$ cat src/inc/pcl_pkg.sv
package pcll_pkg;
    // Widths of the counter and its sources
    localparam int PC_W = 15;
    localparam int LOW_W = 8;
    localparam int HIGH_W = 7;
    localparam int CALL_W = 11;
    localparam int BRANCH_W = 9;
    // Return stack size
    localparam int STACK_DEPTH = 16;
    localparam int SP_W = 4;
    // Reset values
    localparam logic [14:0] PC_RESET = 15'h0000;
    localparam logic [6:0] LATCH_RESET = 7'h00;
    localparam logic [6:0] SHADOW_RESET = 7'h00;
    // Step of a sequential fetch
    localparam logic [14:0] PC_STEP = 15'h0001;

    // Address source chosen by the decoder
    typedef enum logic [2:0] {
        PCLL_OP_SEQ = 3'b000,
        PCLL_OP_WRLOW = 3'b001,
        PCLL_OP_CALL_LIT = 3'b010,
        PCLL_OP_CALL_ACC = 3'b011,
        PCLL_OP_BR_ACC = 3'b100,
        PCLL_OP_BR_LIT = 3'b101,
        PCLL_OP_HOLD = 3'b110,
        PCLL_OP_RETURN = 3'b111
    } pcll_op_t;
endpackage : pcll_pkg

$ cat src/core/pcl_program_counter.sv
// Contract
// - Counter is 15 bits; low byte readable and writable by software.
// - Upper seven bits not directly accessible; software sets them only through high latch.
// - Every reset clears the whole counter to zero.
// - Write to low byte also copies high latch into upper bits.
// - Literal call: operand gives low byte and bits 10:8; latch gives 14:11.
// - Accumulator call: low byte from accumulator, upper bits from latch.
// - Accumulator branch: counter plus one plus unsigned accumulator.
// - Literal branch: counter plus one plus signed operand.
// - Branch offset applies to the already incremented counter.
// - Interrupt pushes return address and shadows latch; return restores both.
module pcll_program_counter #(
    parameter int STACK_DEPTH = pcll_pkg::STACK_DEPTH,
    parameter int SP_W = pcll_pkg::SP_W
) (
    // Clock and reset
    input wire logic clk,
    input wire logic rst_n,
    // Decoder controls
    input wire pcll_pkg::pcll_op_t op,
    input wire logic [10:0] callOperand,
    input wire logic [8:0] branchOffset,
    input wire logic [7:0] accumulator,
    input wire logic [7:0] lowWriteData,
    // High latch software write
    input wire logic latchWrite,
    input wire logic [6:0] latchWriteData,
    // Interrupt entry
    input wire logic irqEnter,
    // Outputs
    output logic [14:0] pc,
    output logic [7:0] pcLowByte,
    output logic [6:0] pcHighLatch
);
    // Refuse a stack size that the pointer cannot index exactly
    if (STACK_DEPTH != (2 ** SP_W)) begin : g_depth_check
        $error("stack depth must equal two to the power of the pointer width");
    end
    if (SP_W < 1) begin : g_width_check
        $error("stack pointer needs at least one bit");
    end

    // Whole state in one struct
    typedef struct packed {
        logic [14:0] pc;
        logic [6:0] latch;
        logic [6:0] shadow;
        logic [SP_W-1:0] sp;
        logic [STACK_DEPTH-1:0][14:0] stack;
    } pcll_state_t;

    pcll_state_t st;
    pcll_state_t next_st;

    // Derived values used by several address sources
    logic [14:0] pcInc;
    logic [14:0] accOffset;
    logic [14:0] litOffset;
    logic [SP_W-1:0] spUp;
    logic [SP_W-1:0] spDown;

    // Incremented counter feeds sequential and branch paths
    assign pcInc = st.pc + pcll_pkg::PC_STEP;

    // Accumulator offset is unsigned, literal offset sign-extended
    assign accOffset = {7'h00, accumulator};
    assign litOffset = {{6{branchOffset[8]}}, branchOffset};

    // Stack pointer neighbours; overflow wraps silently
    assign spUp = st.sp + SP_W'(1);
    assign spDown = st.sp - SP_W'(1);

    // Next-state selection
    always_comb begin
        next_st = st;
        // Software load of the high latch, never of the counter itself
        if (latchWrite) begin
            next_st.latch = latchWriteData;
        end
        // Interrupt entry overrides the decoder
        if (irqEnter) begin
            next_st.stack[st.sp] = st.pc;
            next_st.sp = spUp;
            next_st.shadow = st.latch;
        end else begin
            case (op)
                pcll_pkg::PCLL_OP_SEQ: begin
                    next_st.pc = pcInc;
                end
                pcll_pkg::PCLL_OP_WRLOW: begin
                    // Old latch value is used when written in the same cycle
                    next_st.pc = {st.latch, lowWriteData};
                end
                pcll_pkg::PCLL_OP_CALL_LIT: begin
                    next_st.pc = {st.latch[6:3], callOperand};
                    next_st.stack[st.sp] = pcInc;
                    next_st.sp = spUp;
                end
                pcll_pkg::PCLL_OP_CALL_ACC: begin
                    next_st.pc = {st.latch, accumulator};
                    next_st.stack[st.sp] = pcInc;
                    next_st.sp = spUp;
                end
                pcll_pkg::PCLL_OP_BR_ACC: begin
                    next_st.pc = pcInc + accOffset;
                end
                pcll_pkg::PCLL_OP_BR_LIT: begin
                    next_st.pc = pcInc + litOffset;
                end
                pcll_pkg::PCLL_OP_RETURN: begin
                    // Pop return address and restore the latch copy
                    next_st.sp = spDown;
                    next_st.pc = st.stack[spDown];
                    next_st.latch = st.shadow;
                end
                default: begin
                    next_st.pc = st.pc;
                end
            endcase
        end
    end

    // State register, cleared on reset
    always_ff @(posedge clk) begin
        if (!rst_n) begin
            st.pc <= pcll_pkg::PC_RESET;
            st.latch <= pcll_pkg::LATCH_RESET;
            st.shadow <= pcll_pkg::SHADOW_RESET;
            st.sp <= '0;
            st.stack <= '0;
        end else begin
            st <= next_st;
        end
    end

    // Outputs straight from the state flip-flops
    assign pc = st.pc;
    assign pcLowByte = st.pc[7:0];
    assign pcHighLatch = st.latch;
endmodule : pcll_program_counter

$ cat config.mk
export PLATFORM = sky130hd
export DESIGN_NAME = pcll_program_counter
export DESIGN_NICKNAME = d
export VERILOG_FILES = /design/src/inc/pcl_pkg.sv /design/src/core/pcl_program_counter.sv
export SDC_FILE = /design/constraint.sdc
export NUM_CORES = 1
export LEC_CHECK = 0
export BUFFER_PORTS_ARGS = -buffer_cell sky130_fd_sc_hd__buf_2
export CAP_MARGIN = 20
export CORE_AREA = 2 2 136 271
export CTS_BUF_LIST = sky130_fd_sc_hd__clkbuf_8
export CTS_CLUSTER_DIAMETER = 150
export DETAILED_ROUTE_END_ITERATION = 6
export DIE_AREA = 0 0 138 273
export SETUP_SLACK_MARGIN = 0.3
export SKIP_LAST_GASP = 1
export SLEW_MARGIN = 10
export SYNTH_ARGS = -nofsm -noshare
export SYNTH_HDL_FRONTEND = slang
export SYNTH_SLANG_ARGS = --single-unit
$ cat constraint.sdc
create_clock -name clk -period 10.5 [get_ports clk]
set_input_delay 0.525 -clock clk [delete_from_list [all_inputs] [get_ports clk]]
set_output_delay 0.525 -clock clk [all_outputs]
set_load 0.005 [all_outputs]
# Word level (Yosys, flattened, before mapping)
# Index checks and enable logic that the tools add are counted.
# W data, S select, Z words.
[classes]
n_addsub = 5
multipliers = 0
n_div = 0
order_cmp = 3
eq_ne = 6
n_shift = 0
mux = 13
bitwise = 1
reduce_logical = 7
[ops]
columns = ["cell", "n"]
rows = [
  ["$bwmux W240", 2],
  ["$mux W244", 1],
  ["$mux W240", 1],
  ["$pmux W15 S7", 1],
  ["$bmux W15 S4", 1],
  ["$demux W15 S4", 1],
  ["$mux W15", 2],
  ["$mux W7", 3],
  ["$add A15 B1 Y15 const B", 1],
  ["$add A15 B15 Y15", 1],
  ["$add A15 B8 Y15", 1],
  ["$lt A4 B5 Y1 const B", 2],
  ["$eq A3 B3 Y1 const B", 3],
  ["$pmux W4 S2", 1],
  ["$reduce_bool A7 Y1", 1],
  ["$eq A3 B2 Y1 const B", 2],
  ["$add A4 B1 Y4 const B", 1],
  ["$ge A4 B1 Y1 const B", 1],
  ["$sub A4 B1 Y4 const B", 1],
  ["$eq A3 B1 Y1 const B", 1],
  ["$logic_not A3 Y1", 1],
  ["$reduce_bool A3 Y1", 1],
  ["$reduce_and A2 Y1", 1],
  ["$reduce_bool A2 Y1", 1],
  ["3 further kinds", 3],
]
[word_totals]
regBits = 273
latchBits = 0
ramBits = 0
romBits = 0
in_bits = 50
out_inout_bits = 30
memories = 0

# Depth between registers and ports, before layout
# Gate-level depths: netlist of run 1.
[logic_depth]
depth_word = 7
mapped_depth = 15

# Worst setup path before layout of run 1
# No wires, ideal clock.
[synth_timing]
path_kind = "reg2reg"
startpoint = "reg st[240] (netlist bit)"
endpoint = "reg pc[10] (netlist name)"
setup_ns = 0.120
t_arrival_ns = 3.251
required_ns = 10.380
setup_slack_ns = 7.129
path_stages_with_launch = 16
period_less_slack_ns = 3.371
path_cell_list = "dfxtp_1 > buf_6 > buf_4 > buf_4 > buf_4 > inv_1 > ha_1 > buf_2 > buf_2 > buf_2 > mux4_2 > mux4_2 > nor2_1 > nor2_1 > a211oi_1 > nor2_1"
[synth_via]
elab_chain_len = 4
[synth_rtl]
columns = ["item", "line_no", "source"]
rows = [
  ["start: declaration", "pcl_program_counter.sv:52", "pcll_state_t st;"],
  ["start signal: assignment", "pcl_program_counter.sv:132", "st <= next_st;"],
  ["$sub A4 B1 Y4", "pcl_program_counter.sv:71", "assign spDown = st.sp - SP_W'(1);"],
  ["$bmux W15 S4", "pcl_program_counter.sv:113", "next_st.pc = st.stack[spDown];"],
  ["$mux W15 (implied by the code)", "pcl_program_counter.sv:113", ""],
  ["$pmux W15 S7", "pcl_program_counter.sv:86", "case (op)"],
]
# Every way passes these cells. The select of a mux whose other input is x is not followed.
# A chain may end at the register's enable or synchronous reset.

# Final worst setup path of run 1
[layout_timing]
startpoint = "reg st[240] (netlist bit)"
endpoint = "reg pc[8] (netlist name)"
[layout_via]
elab_chain_len = 4
[layout_rtl]
columns = ["item", "line_no"]
rows = [
  ["$sub A4 B1 Y4", "pcl_program_counter.sv:71"],
  ["$bmux W15 S4", "pcl_program_counter.sv:113"],
  ["$mux W15 (implied by the code)", "pcl_program_counter.sv:113"],
  ["$pmux W15 S7", "pcl_program_counter.sv:86"],
]
# Every way passes these cells. The select of a mux whose other input is x is not followed.

==> results.json, run 1 <==
{
  "clock_path_buffers": 3,
  "slowest_stage": "dfxtp_4",
  "rr_startpoint": "st[240]$_SDFFE_PN0P_",
  "avgSynthCellArea_um2": 10.0,
  "grt_pass1_vias": 11000,
  "netlist_area_um2": 14100,
  "slew_headroom_pct": 29.8,
  "worstHoldStart": "latchWriteData[6]",
  "ys.warnings.count": 0,
  "synth_nets": 1478,
  "async_reset_ff_share_pct": 0,
  "arrival_ps": 4390,
  "hp-class": "input pin to flip-flop",
  "power_frac_comb_pct": 17.0,
  "drc": 0,
  "nNetsFinal": 1466,
  "synth-compound-area-share_pct": 22.2,
  "start_util_pct": 39.5,
  "critPathKind": "flip-flop to flip-flop",
  "synth_top_area_cell": "dfxtp_1",
  "clkPwrFrac_pct": 36.7,
  "internal-power_mw": 1.71,
  "hold_buffers": 0,
  "fin_crit_ps": 3950,
  "synth_cells": 1406,
  "placed_area_um2": 14500,
  "drive_gt1_share_pct": 19.1,
  "gr-total-overflow": 0,
  "grt_pass1_wl_um": 64200,
  "hold_depth": 4,
  "final_common_cell": "dfxtp_1",
  "path_buf_inv": 2,
  "dp.final_hpwl_um": 27300,
  "rsz0062_at_grt": "no",
  "switching_share_pct": 29.3,
  "crit_top_cell": "mux4_2",
  "cts_made_buffers": 39,
  "power.leakage_nw": 8.46,
  "cp-start-kind": "flip-flop",
  "end_kind": "flip-flop",
  "wirelength_um": 41100,
  "power_mw": 2.41,
  "antenna_found_initial": 1,
  "switchingPower_mw": 0.706,
  "final_core_util_pct": 43.3,
  "synth_cell_types": 59,
  "ios": 80,
  "max_cap_viol_count": 0,
  "cts_num_sinks": 273,
  "cts_root_buffer": "clkbuf_8",
  "maxSlewViolCount": 0,
  "max_slew.worst_pin.slew_ps": 1050,
  "crit_family": "multiplexers",
  "vias": 11000,
  "synth_fa_ha_area_share_pct": 2.08,
  "power_frac_seq_pct": 46.4,
  "synth_xor_area_share_pct": 2.74,
  "grt_usage_pct": 21.5,
  "synth-simple-area-share_pct": 12.2,
  "synth_top_family_by_area": "compound AO/OA/AOI/OAI gates",
  "min_to": "pcHighLatch[6]$_SDFF_PN0_",
  "gp_congestion": 0.940,
  "grt_max_degree": 116,
  "yosysSeqAreaShare_pct": 38.9,
  "cp-startpoint": "st[240]$_SDFFE_PN0P_",
  "clkTransAtPathRegs_ps": 70,
  "rows": 98,
  "worstPathMaxFanout": 48,
  "area_delta_synth_final_pct": 9.44,
  "die_x_um": 138,
  "cts-resized-gates": 0,
  "cp.required_ps": 10930,
  "report.final.setup_viol": 0,
  "setup_tns_ps": 0,
  "status": "completed",
  "clk_latency_ps": 560,
  "htreeDepth": 2,
  "final-hold-violation-count": 0,
  "reg2reg_slack_ps": 6550,
  "final_cell_mix": "dfxtp_1, nand2_1, o211a_1, buf_2, mux4_2",
  "r2r_end": "pc[8]$_SDFFE_PN0P_",
  "synth_top_area_share_pct": 38.9,
  "vias_per_cell": 5.88,
  "synth_area_leaders": "dfxtp_1, o211a_1, mux4_2",
  "synth-edff-count": 0,
  "ys.flop_type": "dfxtp_1",
  "powerDensity_nw_per_um2": 157,
  "drtAntennaViolNets": 0,
  "muxShareOfSynthArea_pct": 15.4,
  "drt_iter0_drc": 725,
  "finClkSkew_ps": 18.0,
  "final_area_um2": 15400,
  "critPathMaxStageDelay_ps": 820,
  "synth_seq_cells": 273,
  "dr.pass1.iters": 7,
  "timing.fmax_mhz": 253,
  "fp.dieArea_um2": 37700,
  "timing.final.crit_share_pct": 37.7,
  "dieHeight_um": 273,
  "cts_tree": "yes",
  "wl_per_cell_um": 21.9,
  "port-buffer-count": 79,
  "peakVddDrop_mv": 0.0999,
  "crit_chain": "inv_1 -> ha_4 -> buf_4 -> mux4_2 -> mux4_2 -> and2_1 -> a211oi_1 -> o31ai_1",
  "rr_worst_depth": 8,
  "core_area_um2": 35600,
  "post-cts-setup-buffers": 0
}
[routing by layer]
layer	GRT usage, %	share of wire, %
met5	0	0
met4	13.4	6.8
met3	2.19	4.1
met2	40.6	52
met1	22.7	37
[flip-flops by register name, indices dropped and copies added (netlist names)]
register and flops:
st 251, pc 15, pcHighLatch 7
[cells by family after synthesis]
group                    after synthesis
buffers and inverters                182
multiplexers                         127
AO/OA/AOI/OAI                        354
adder cells (fa/ha/maj)               23
flip-flops                           273
XOR/XNOR                              44
AND/OR/NAND/NOR                      403
[power groups by stage]
stage	clock, mW	sequential [mW]	combinational (mW)
detailed placement	0	1.14	0.408
finish	0.884	1.12	0.409
CTS	0.911	1.12	0.409
floorplan	0	1.11	0.313
global placement	0	1.14	0.404
global route	0.949	1.12	0.440
[worst max-delay path by stage]
stage / to / slack, ps / cells past startpoint
finish: pc[8]$_SDFFE_PN0P_ / 6550 / 8
global route: pc[8]$_SDFFE_PN0P_ / 6290 / 8
CTS: pc[8]$_SDFFE_PN0P_ / 6500 / 8
detailed placement: pc[7]$_SDFFE_PN0P_ / 6340 / 13
global placement: pc[7]$_SDFFE_PN0P_ / 6300 / 13
floorplan: pc[10]$_SDFFE_PN0P_ / 7130 / 15
[worst min-delay path, stage by stage]
cell and delay, ps:
buf_2 70, mux2i_1 60, nand2_1 60, o211a_1 130
[metrics by stage]
step	hold WS [ps]	cells	worst slack, ps
after detailed placement	479	1802	6340
after CTS	295	1870	6500
final	321	1872	6550
after global routing	338	1872	6290
after floorplan	464	1406	7130
after global placement	473	1802	6300
[synthesized netlist by cell type (all sizes together) (3+ instances only)]
| master | n |
|---|---|
| nand2b | 4 |
| nor2 | 51 |
| o31ai | 6 |
| mux2 | 14 |
| xnor2 | 35 |
| inv | 14 |
| mux2i | 46 |
| o22ai | 6 |
| o21ai | 23 |
| o211a | 233 |
| xor2 | 9 |
| and2 | 5 |
| nand4 | 4 |
| o2111ai | 3 |
| nor3 | 15 |
| clkbuf | 66 |
| buf | 102 |
| nand3 | 15 |
| dfxtp | 273 |
| ha | 21 |
| a21oi | 34 |
| nor2b | 34 |
| or3 | 4 |
| and3 | 6 |
| a211oi | 15 |
| nand2 | 261 |
| o211ai | 4 |
| o221ai | 5 |
| mux4 | 67 |
| a31oi | 5 |
[layout make-up]
class	instances	area [µm²]
Tap cell	450	563
Sequential cell	273	5470
Inverter	14	52.6
Multi-Input combinational cell	951	7790
Timing Repair Buffer	115	692
Clock inverter	19	134
Fill cell	3450	20200
Antenna cell	1	2.50
Clock buffer	49	674
(Power assumes the default switching activity.)
==> run 2, diff against run 1 <==
Settings changed: ABC_AREA set to 1, CORE_AREA 2 2 136 271 to 2 2 139 276, DIE_AREA 0 0 138 273 to 0 0 141 278.
Clock period 10.5 ns to 3.3 ns, I/O delays scaled along.
==> run 2 against run 1 <==
Cell count is 46% higher. Global-route usage rose by 5.4 points. Sequential power rose to 3.1 times the previous value. Worst hold slack worse by 270 ps. Flip-flop and latch count unchanged. First-iteration DRC count increased by 37%. Synthesized cell count up 57%. Clock power rose to 3.4 times the previous value. Design area rose by 6.8%. Clock skew increased by 6.4 ps. Total power grew to 3.6 times the previous value. Critical path type unchanged. Largest cell class unchanged. Largest power group unchanged. Highest routed layer unchanged.
==> results.json, run 2 <==
{
  "wirelength_um": 53800,
  "synth_top_area_share_pct": 37.4,
  "async_reset_ff_share_pct": 0,
  "critPathKind": "flip-flop to flip-flop",
  "grt_max_degree": 94,
  "cp-start-kind": "flip-flop",
  "htreeDepth": 2,
  "maxSlewViolCount": 0,
  "report.final.setup_viol": 0,
  "grt_usage_pct": 26.9,
  "core_area_um2": 37200,
  "timing.fmax_mhz": 350,
  "synth-compound-area-share_pct": 23.9,
  "fp.dieArea_um2": 39200,
  "dieHeight_um": 278,
  "vias": 14600,
  "gp_congestion": 0.929,
  "gr-total-overflow": 0,
  "cts_root_buffer": "clkbuf_8",
  "slew_headroom_pct": 33.1,
  "finalWorstSetupSlack_ps": 444,
  "worstPathMaxFanout": 5,
  "cts_tree": "yes",
  "top_register": "st",
  "grt_pass1_vias": 13700,
  "synth_area_leaders": "dfxtp_1, o21ai_0, nor2_1",
  "synth_fa_ha_area_share_pct": 1.93,
  "synth_top_family_by_area": "compound AO/OA/AOI/OAI gates",
  "netlist_area_um2": 14600,
  "hp-class": "input pin to flip-flop",
  "nNetsFinal": 2317,
  "dr.pass1.iters": 5,
  "setup_tns_ps": 0,
  "port-buffer-count": 79,
  "synth_nets": 2285,
  "die_x_um": 141,
  "largest_reg_flops": 251,
  "dp.cells": 2647,
  "max_slew.worst_pin.slew_ps": 1000,
  "synth-simple-area-share_pct": 21.4,
  "clkTransAtPathRegs_ps": 60,
  "drive_gt1_share_pct": 13.2,
  "cts_num_sinks": 273,
  "dp_slack_ps": -0.867,
  "synth_most_common_cell": "nor2_1",
  "synth_cells": 2213,
  "status": "completed",
  "wl_per_cell_um": 19.7,
  "synth_cell_types": 47,
  "antenna_found_initial": 2,
  "clk_latency_ps": 580,
  "final_cell_mix": "nor2_1, inv_1, o21ai_0, dfxtp_1, nand2_1",
  "cp.required_ps": 3760,
  "muxShareOfSynthArea_pct": 0.385,
  "synth_seq_cells": 273,
  "avgSynthCellArea_um2": 6.60,
  "clock_path_buffers": 3,
  "ios": 80,
  "powerDensity_nw_per_um2": 523,
  "netlist_top_cells_count": "nor2_1, o21ai_0, inv_1, dfxtp_1, nand2_1",
  "ys.warnings.count": 0,
  "final-hold-violation-count": 0,
  "timing.final.crit_share_pct": 86.5,
  "rsz0062_at_grt": "yes",
  "fin_cells": 2735,
  "synth_xor_area_share_pct": 0.642,
  "yosysSeqAreaShare_pct": 37.4,
  "ys.flop_type": "dfxtp_1",
  "drt_iter0_drc": 994,
  "grt_pass1_wl_um": 80200,
  "vias_per_cell": 5.33,
  "synth_top_area_cell": "dfxtp_1",
  "end_kind": "flip-flop",
  "fin_crit_ps": 2860,
  "start_util_pct": 39.3,
  "dp.final_hpwl_um": 37900,
  "rows": 100,
  "synth-edff-count": 0,
  "max_cap_viol_count": 0,
  "area_delta_synth_final_pct": 12.4,
  "cts_made_buffers": 41,
  "finClkSkew_ps": 24.4,
  "power_mw": 8.59,
  "drc": 0,
  "drtAntennaViolNets": 0,
  "final_common_cell": "nor2_1",
  "power.leakage_nw": 7.87,
  "peakVddDrop_mv": 0.198,
  "arrival_ps": 3310,
  "final_core_util_pct": 44.2
}
## run 2: worst paths after layout
path	from	endpoint	slack, ps	cells after the start
setup / recovery	pc[1]$_SDFFE_PN0P_	pc[12]$_SDFFE_PN0P_	440	16
hold / removal	callOperand[2]	pc[2]$_SDFFE_PN0P_	50	5
setup reg to reg	pc[1]$_SDFFE_PN0P_	pc[12]$_SDFFE_PN0P_	440	16
hold reg to reg	st[105]$_SDFFE_PN0P_	st[105]$_SDFFE_PN0P_	460	2
## run 2: repair_timing
action	in CTS	in global routing
gates resized for setup	11	27
pin swaps	0	1
hold buffers	12	0
hold endpoints to repair	9	0
setup buffers	0	2
setup endpoints to repair	6	21
## run 2: area by class of cell
type / instances / area (µm²)
fillers: 3888 / 20700
multi-input cells: 1447 / 7180
flip-flops and latches: 273 / 5480
inverters: 318 / 1210
repair buffers: 164 / 1110
clock buffers: 53 / 729
well taps: 459 / 574
clock inverters: 20 / 135
diodes: 1 / 2.50
## run 2: logic make-up (layout without fill, tap and decap cells)
kind of cell	count (synthesis)	after routing
other	0	1
muxes	5	5
adders and majority gates	22	22
and+or+nand+nor	760	760
buffers and inverters	493	555
AOI/OAI and AO/OA	651	651
xor gates and xnor gates	9	9
DFF	273	273
## run 2: worst max-delay path: stages, from the launching register on
cell and delay, ps:
dfxtp_2 380, ha_4 190, nand2_2 110, nor2_4 140, nand2_1 130, nor2_2 120, xor2_1 220, ha_2 370
nand2_1 120, inv_1 40, a21oi_1 140, nand3_1 160, or2_2 330, nand3_1 70, nand3_1 80, nand3_1 100
a21oi_1 70
## run 2: per-stage QoR
step	hold WS (ps)	instance area, µm²
6_report	46.5	16400
2_1_floorplan	390	14600
3_3_place_gp	439	15300
4_1_cts	24.3	16300
3_5_place_dp	447	15300
5_1_grt	57.0	16400
## run 2: layer usage
| metal | vias to the layer above | global-route usage [%] | part of all wire, % |
|---|---|---|---|
| met5 | - | 0 | 0 |
| met4 | 0 | 23.3 | 10 |
| met3 | 172 | 2.37 | 4.1 |
| met2 | 506 | 49.0 | 51 |
| met1 | 6722 | 27.0 | 34 |
| li1 | 7182 | - | - |
## run 2: power breakdown
group	internal (mW)	leakage, nW	switching (mW)
sequential	3.43	2.22	0.0859
combinational	0.649	5.16	1.45
clock	1.59	0.496	1.38
total	5.67	7.87	2.92
==> run 3, diff against run 2 <==
Settings changed: ABC_CLOCK_PERIOD_IN_PS set to 3300, CELL_PAD_IN_SITES_DETAIL_PLACEMENT set to 1, CELL_PAD_IN_SITES_GLOBAL_PLACEMENT set to 1, PLACE_DENSITY_LB_ADDON set to 0.1, RECOVER_POWER set to 100.
==> run 3 against run 2 <==
Utilization down 0.40 points. Critical endpoint is now pc[3]$_SDFFE_PN0P_. Critical path depth fell by 4. Clock skew up 6.8 ps. Largest cell class unchanged. Clock power is 2% lower. The run now ends with max-capacitance violations, max-slew violations left. Worst hold slack improved by 10 ps. Fmax decreased by 4.5%. Cell count hardly changed. Total power is 0.33% lower. Sequential share of layout area grew 0.21 points. Clock-buffer cell count fell by 1. Combinational power grew 2%. Flip-flop and latch count stayed put.
==> results.json, run 3 (same netlist as run 2, synthesis figures left out) <==
{
  "port-buffer-count": 79,
  "setup_tns_ps": 0,
  "max_cap_viol_count": 1,
  "die_x_um": 141,
  "slowest_stage": "ha_1",
  "drt_iter0_drc": 505,
  "fin_crit_ps": 2990,
  "nNetsFinal": 2319,
  "fp.dieArea_um2": 39200,
  "start_util_pct": 39.3,
  "grt_usage_pct": 29.3,
  "htreeDepth": 2,
  "cts_num_sinks": 273,
  "cts_tree": "yes",
  "worstPathMaxFanout": 52,
  "crit_chain": "inv_1 -> ha_1 -> buf_12 -> nand2_1 -> a21oi_1 -> o21ai_1 -> o21ai_0 -> nand2_1 -> nand3_1 -> nand4_1 -> nand2_1 -> a21oi_1",
  "final_cell_mix": "nor2_1, inv_1, o21ai_0, dfxtp_1, nand2_1",
  "clk_latency_ps": 590,
  "cts_root_buffer": "clkbuf_8",
  "clkTransAtPathRegs_ps": 70,
  "timing.final.crit_share_pct": 90.6,
  "crit_top_cell": "nand2_1",
  "grt_pass1_wl_um": 87800,
  "crit_family": "simple AND/OR/NAND/NOR gates",
  "maxSlewViolCount": 17,
  "violations": "max-capacitance violations, max-slew violations",
  "rows": 100,
  "grt_max_degree": 129,
  "top_register": "st",
  "final_common_cell": "nor2_1",
  "final_core_util_pct": 43.8,
  "max_slew.worst_pin.slew_ps": 1870,
  "drive_gt1_share_pct": 11.5,
  "wirelength_um": 57800,
  "gr-total-overflow": 0,
  "final-hold-violation-count": 0,
  "area_delta_synth_final_pct": 11.4,
  "drc": 0,
  "power.leakage_nw": 7.76,
  "critPathKind": "flip-flop to flip-flop",
  "report.final.setup_viol": 0,
  "antenna_found_initial": 2,
  "wl_per_cell_um": 21.1,
  "cts_made_buffers": 44,
  "vias": 14700,
  "fill_cells": 4884,
  "powerDensity_nw_per_um2": 526,
  "peakVddDrop_mv": 0.280,
  "end_kind": "flip-flop",
  "clock_path_buffers": 3,
  "timing.fmax_mhz": 334,
  "core_area_um2": 37200,
  "vias_per_cell": 5.38,
  "drtAntennaViolNets": 0,
  "ios": 80,
  "hp-class": "input pin to flip-flop",
  "critPathMaxStageDelay_ps": 400,
  "grt_pass1_vias": 15200,
  "path_buf_inv": 2,
  "dp.final_hpwl_um": 40400,
  "cp.required_ps": 3720,
  "cp-start-kind": "flip-flop",
  "status": "finished with violations",
  "largest_reg_flops": 251,
  "rsz0062_at_grt": "yes",
  "dr.pass1.iters": 4,
  "slew_headroom_pct": -25.6,
  "arrival_ps": 3410,
  "gp_congestion": 0.901,
  "dieHeight_um": 278,
  "finClkSkew_ps": 31.2
}
==> run 3: where the power goes <==
group          total, mW  internal (mW)  switching, mW
clock network       2.91           1.50           1.41
registers           3.51           3.43         0.0832
logic               2.14          0.642           1.50
total               8.56           5.57           2.99
==> run 3: cell type report <==
type / instances / area, µm² / share of cell area, %
diodes: 1 / 2.50 / 0.0154
clock buffers: 52 / 716 / 4.40
clock inverters: 23 / 126 / 0.777
inverters: 318 / 1210 / 7.45
multi-input cells: 1447 / 7110 / 43.7
flip-flops and latches: 273 / 5470 / 33.6
well taps: 459 / 574 / 3.53
repair buffers: 163 / 1060 / 6.54
==> run 3: through the flow <==
step	cells	cell area (µm²)	hold WS [ps]	worst slack, ps	total power, mW
4_1_cts	2729	16200	27.8	306	8.65
6_report	2736	16300	56.7	310	8.56
5_1_grt	2736	16300	68.5	162	8.97
3_3_place_gp	2644	15300	440	246	5.67
2_1_floorplan	2213	14600	390	725	4.82
3_5_place_dp	2644	15300	445	193	5.70
==> run 3: worst paths after layout <==
check / startpoint / end / slack (ps) / cells after the start
worst max-delay path: st[241]$_SDFFE_PN0P_ / pc[3]$_SDFFE_PN0P_ / 310 / 12
worst min-delay path: irqEnter / st[250]$_SDFFE_PN0P_ / 60 / 2
worst max register to register: st[241]$_SDFFE_PN0P_ / pc[3]$_SDFFE_PN0P_ / 310 / 12
worst min register to register: st[137]$_SDFFE_PN0P_ / st[137]$_SDFFE_PN0P_ / 450 / 2
==> run 3: per-layer routing <==
layer / wire [µm] / track usage, % / vias up
li1: - / - / 7173
met1: 20600 / 29.5 / 7077
met2: 30500 / 55.4 / 301
met3: 1670 / 3.06 / 159
met4: 4970 / 20.7 / 0
met5: 0 / 0 / -
==> run 3: what timing repair did <==
item	4_1_cts	5_1_grt
pin swaps	0	4
hold buffers	10	0
gates resized for setup	5	28
endpoints found under the setup margin	4	37
endpoints found under the hold margin	8	0
setup buffers	0	5
==> run 3: worst register-to-register path, delay by kind of cell (launching register included) <==
kind | cells | cell delay, ps
AOI/OAI and AO/OA | 4 | 710
adders and majority gates | 1 | 400
DFF | 1 | 390
and+or+nand+nor | 5 | 880
buffers and inverters | 2 | 430
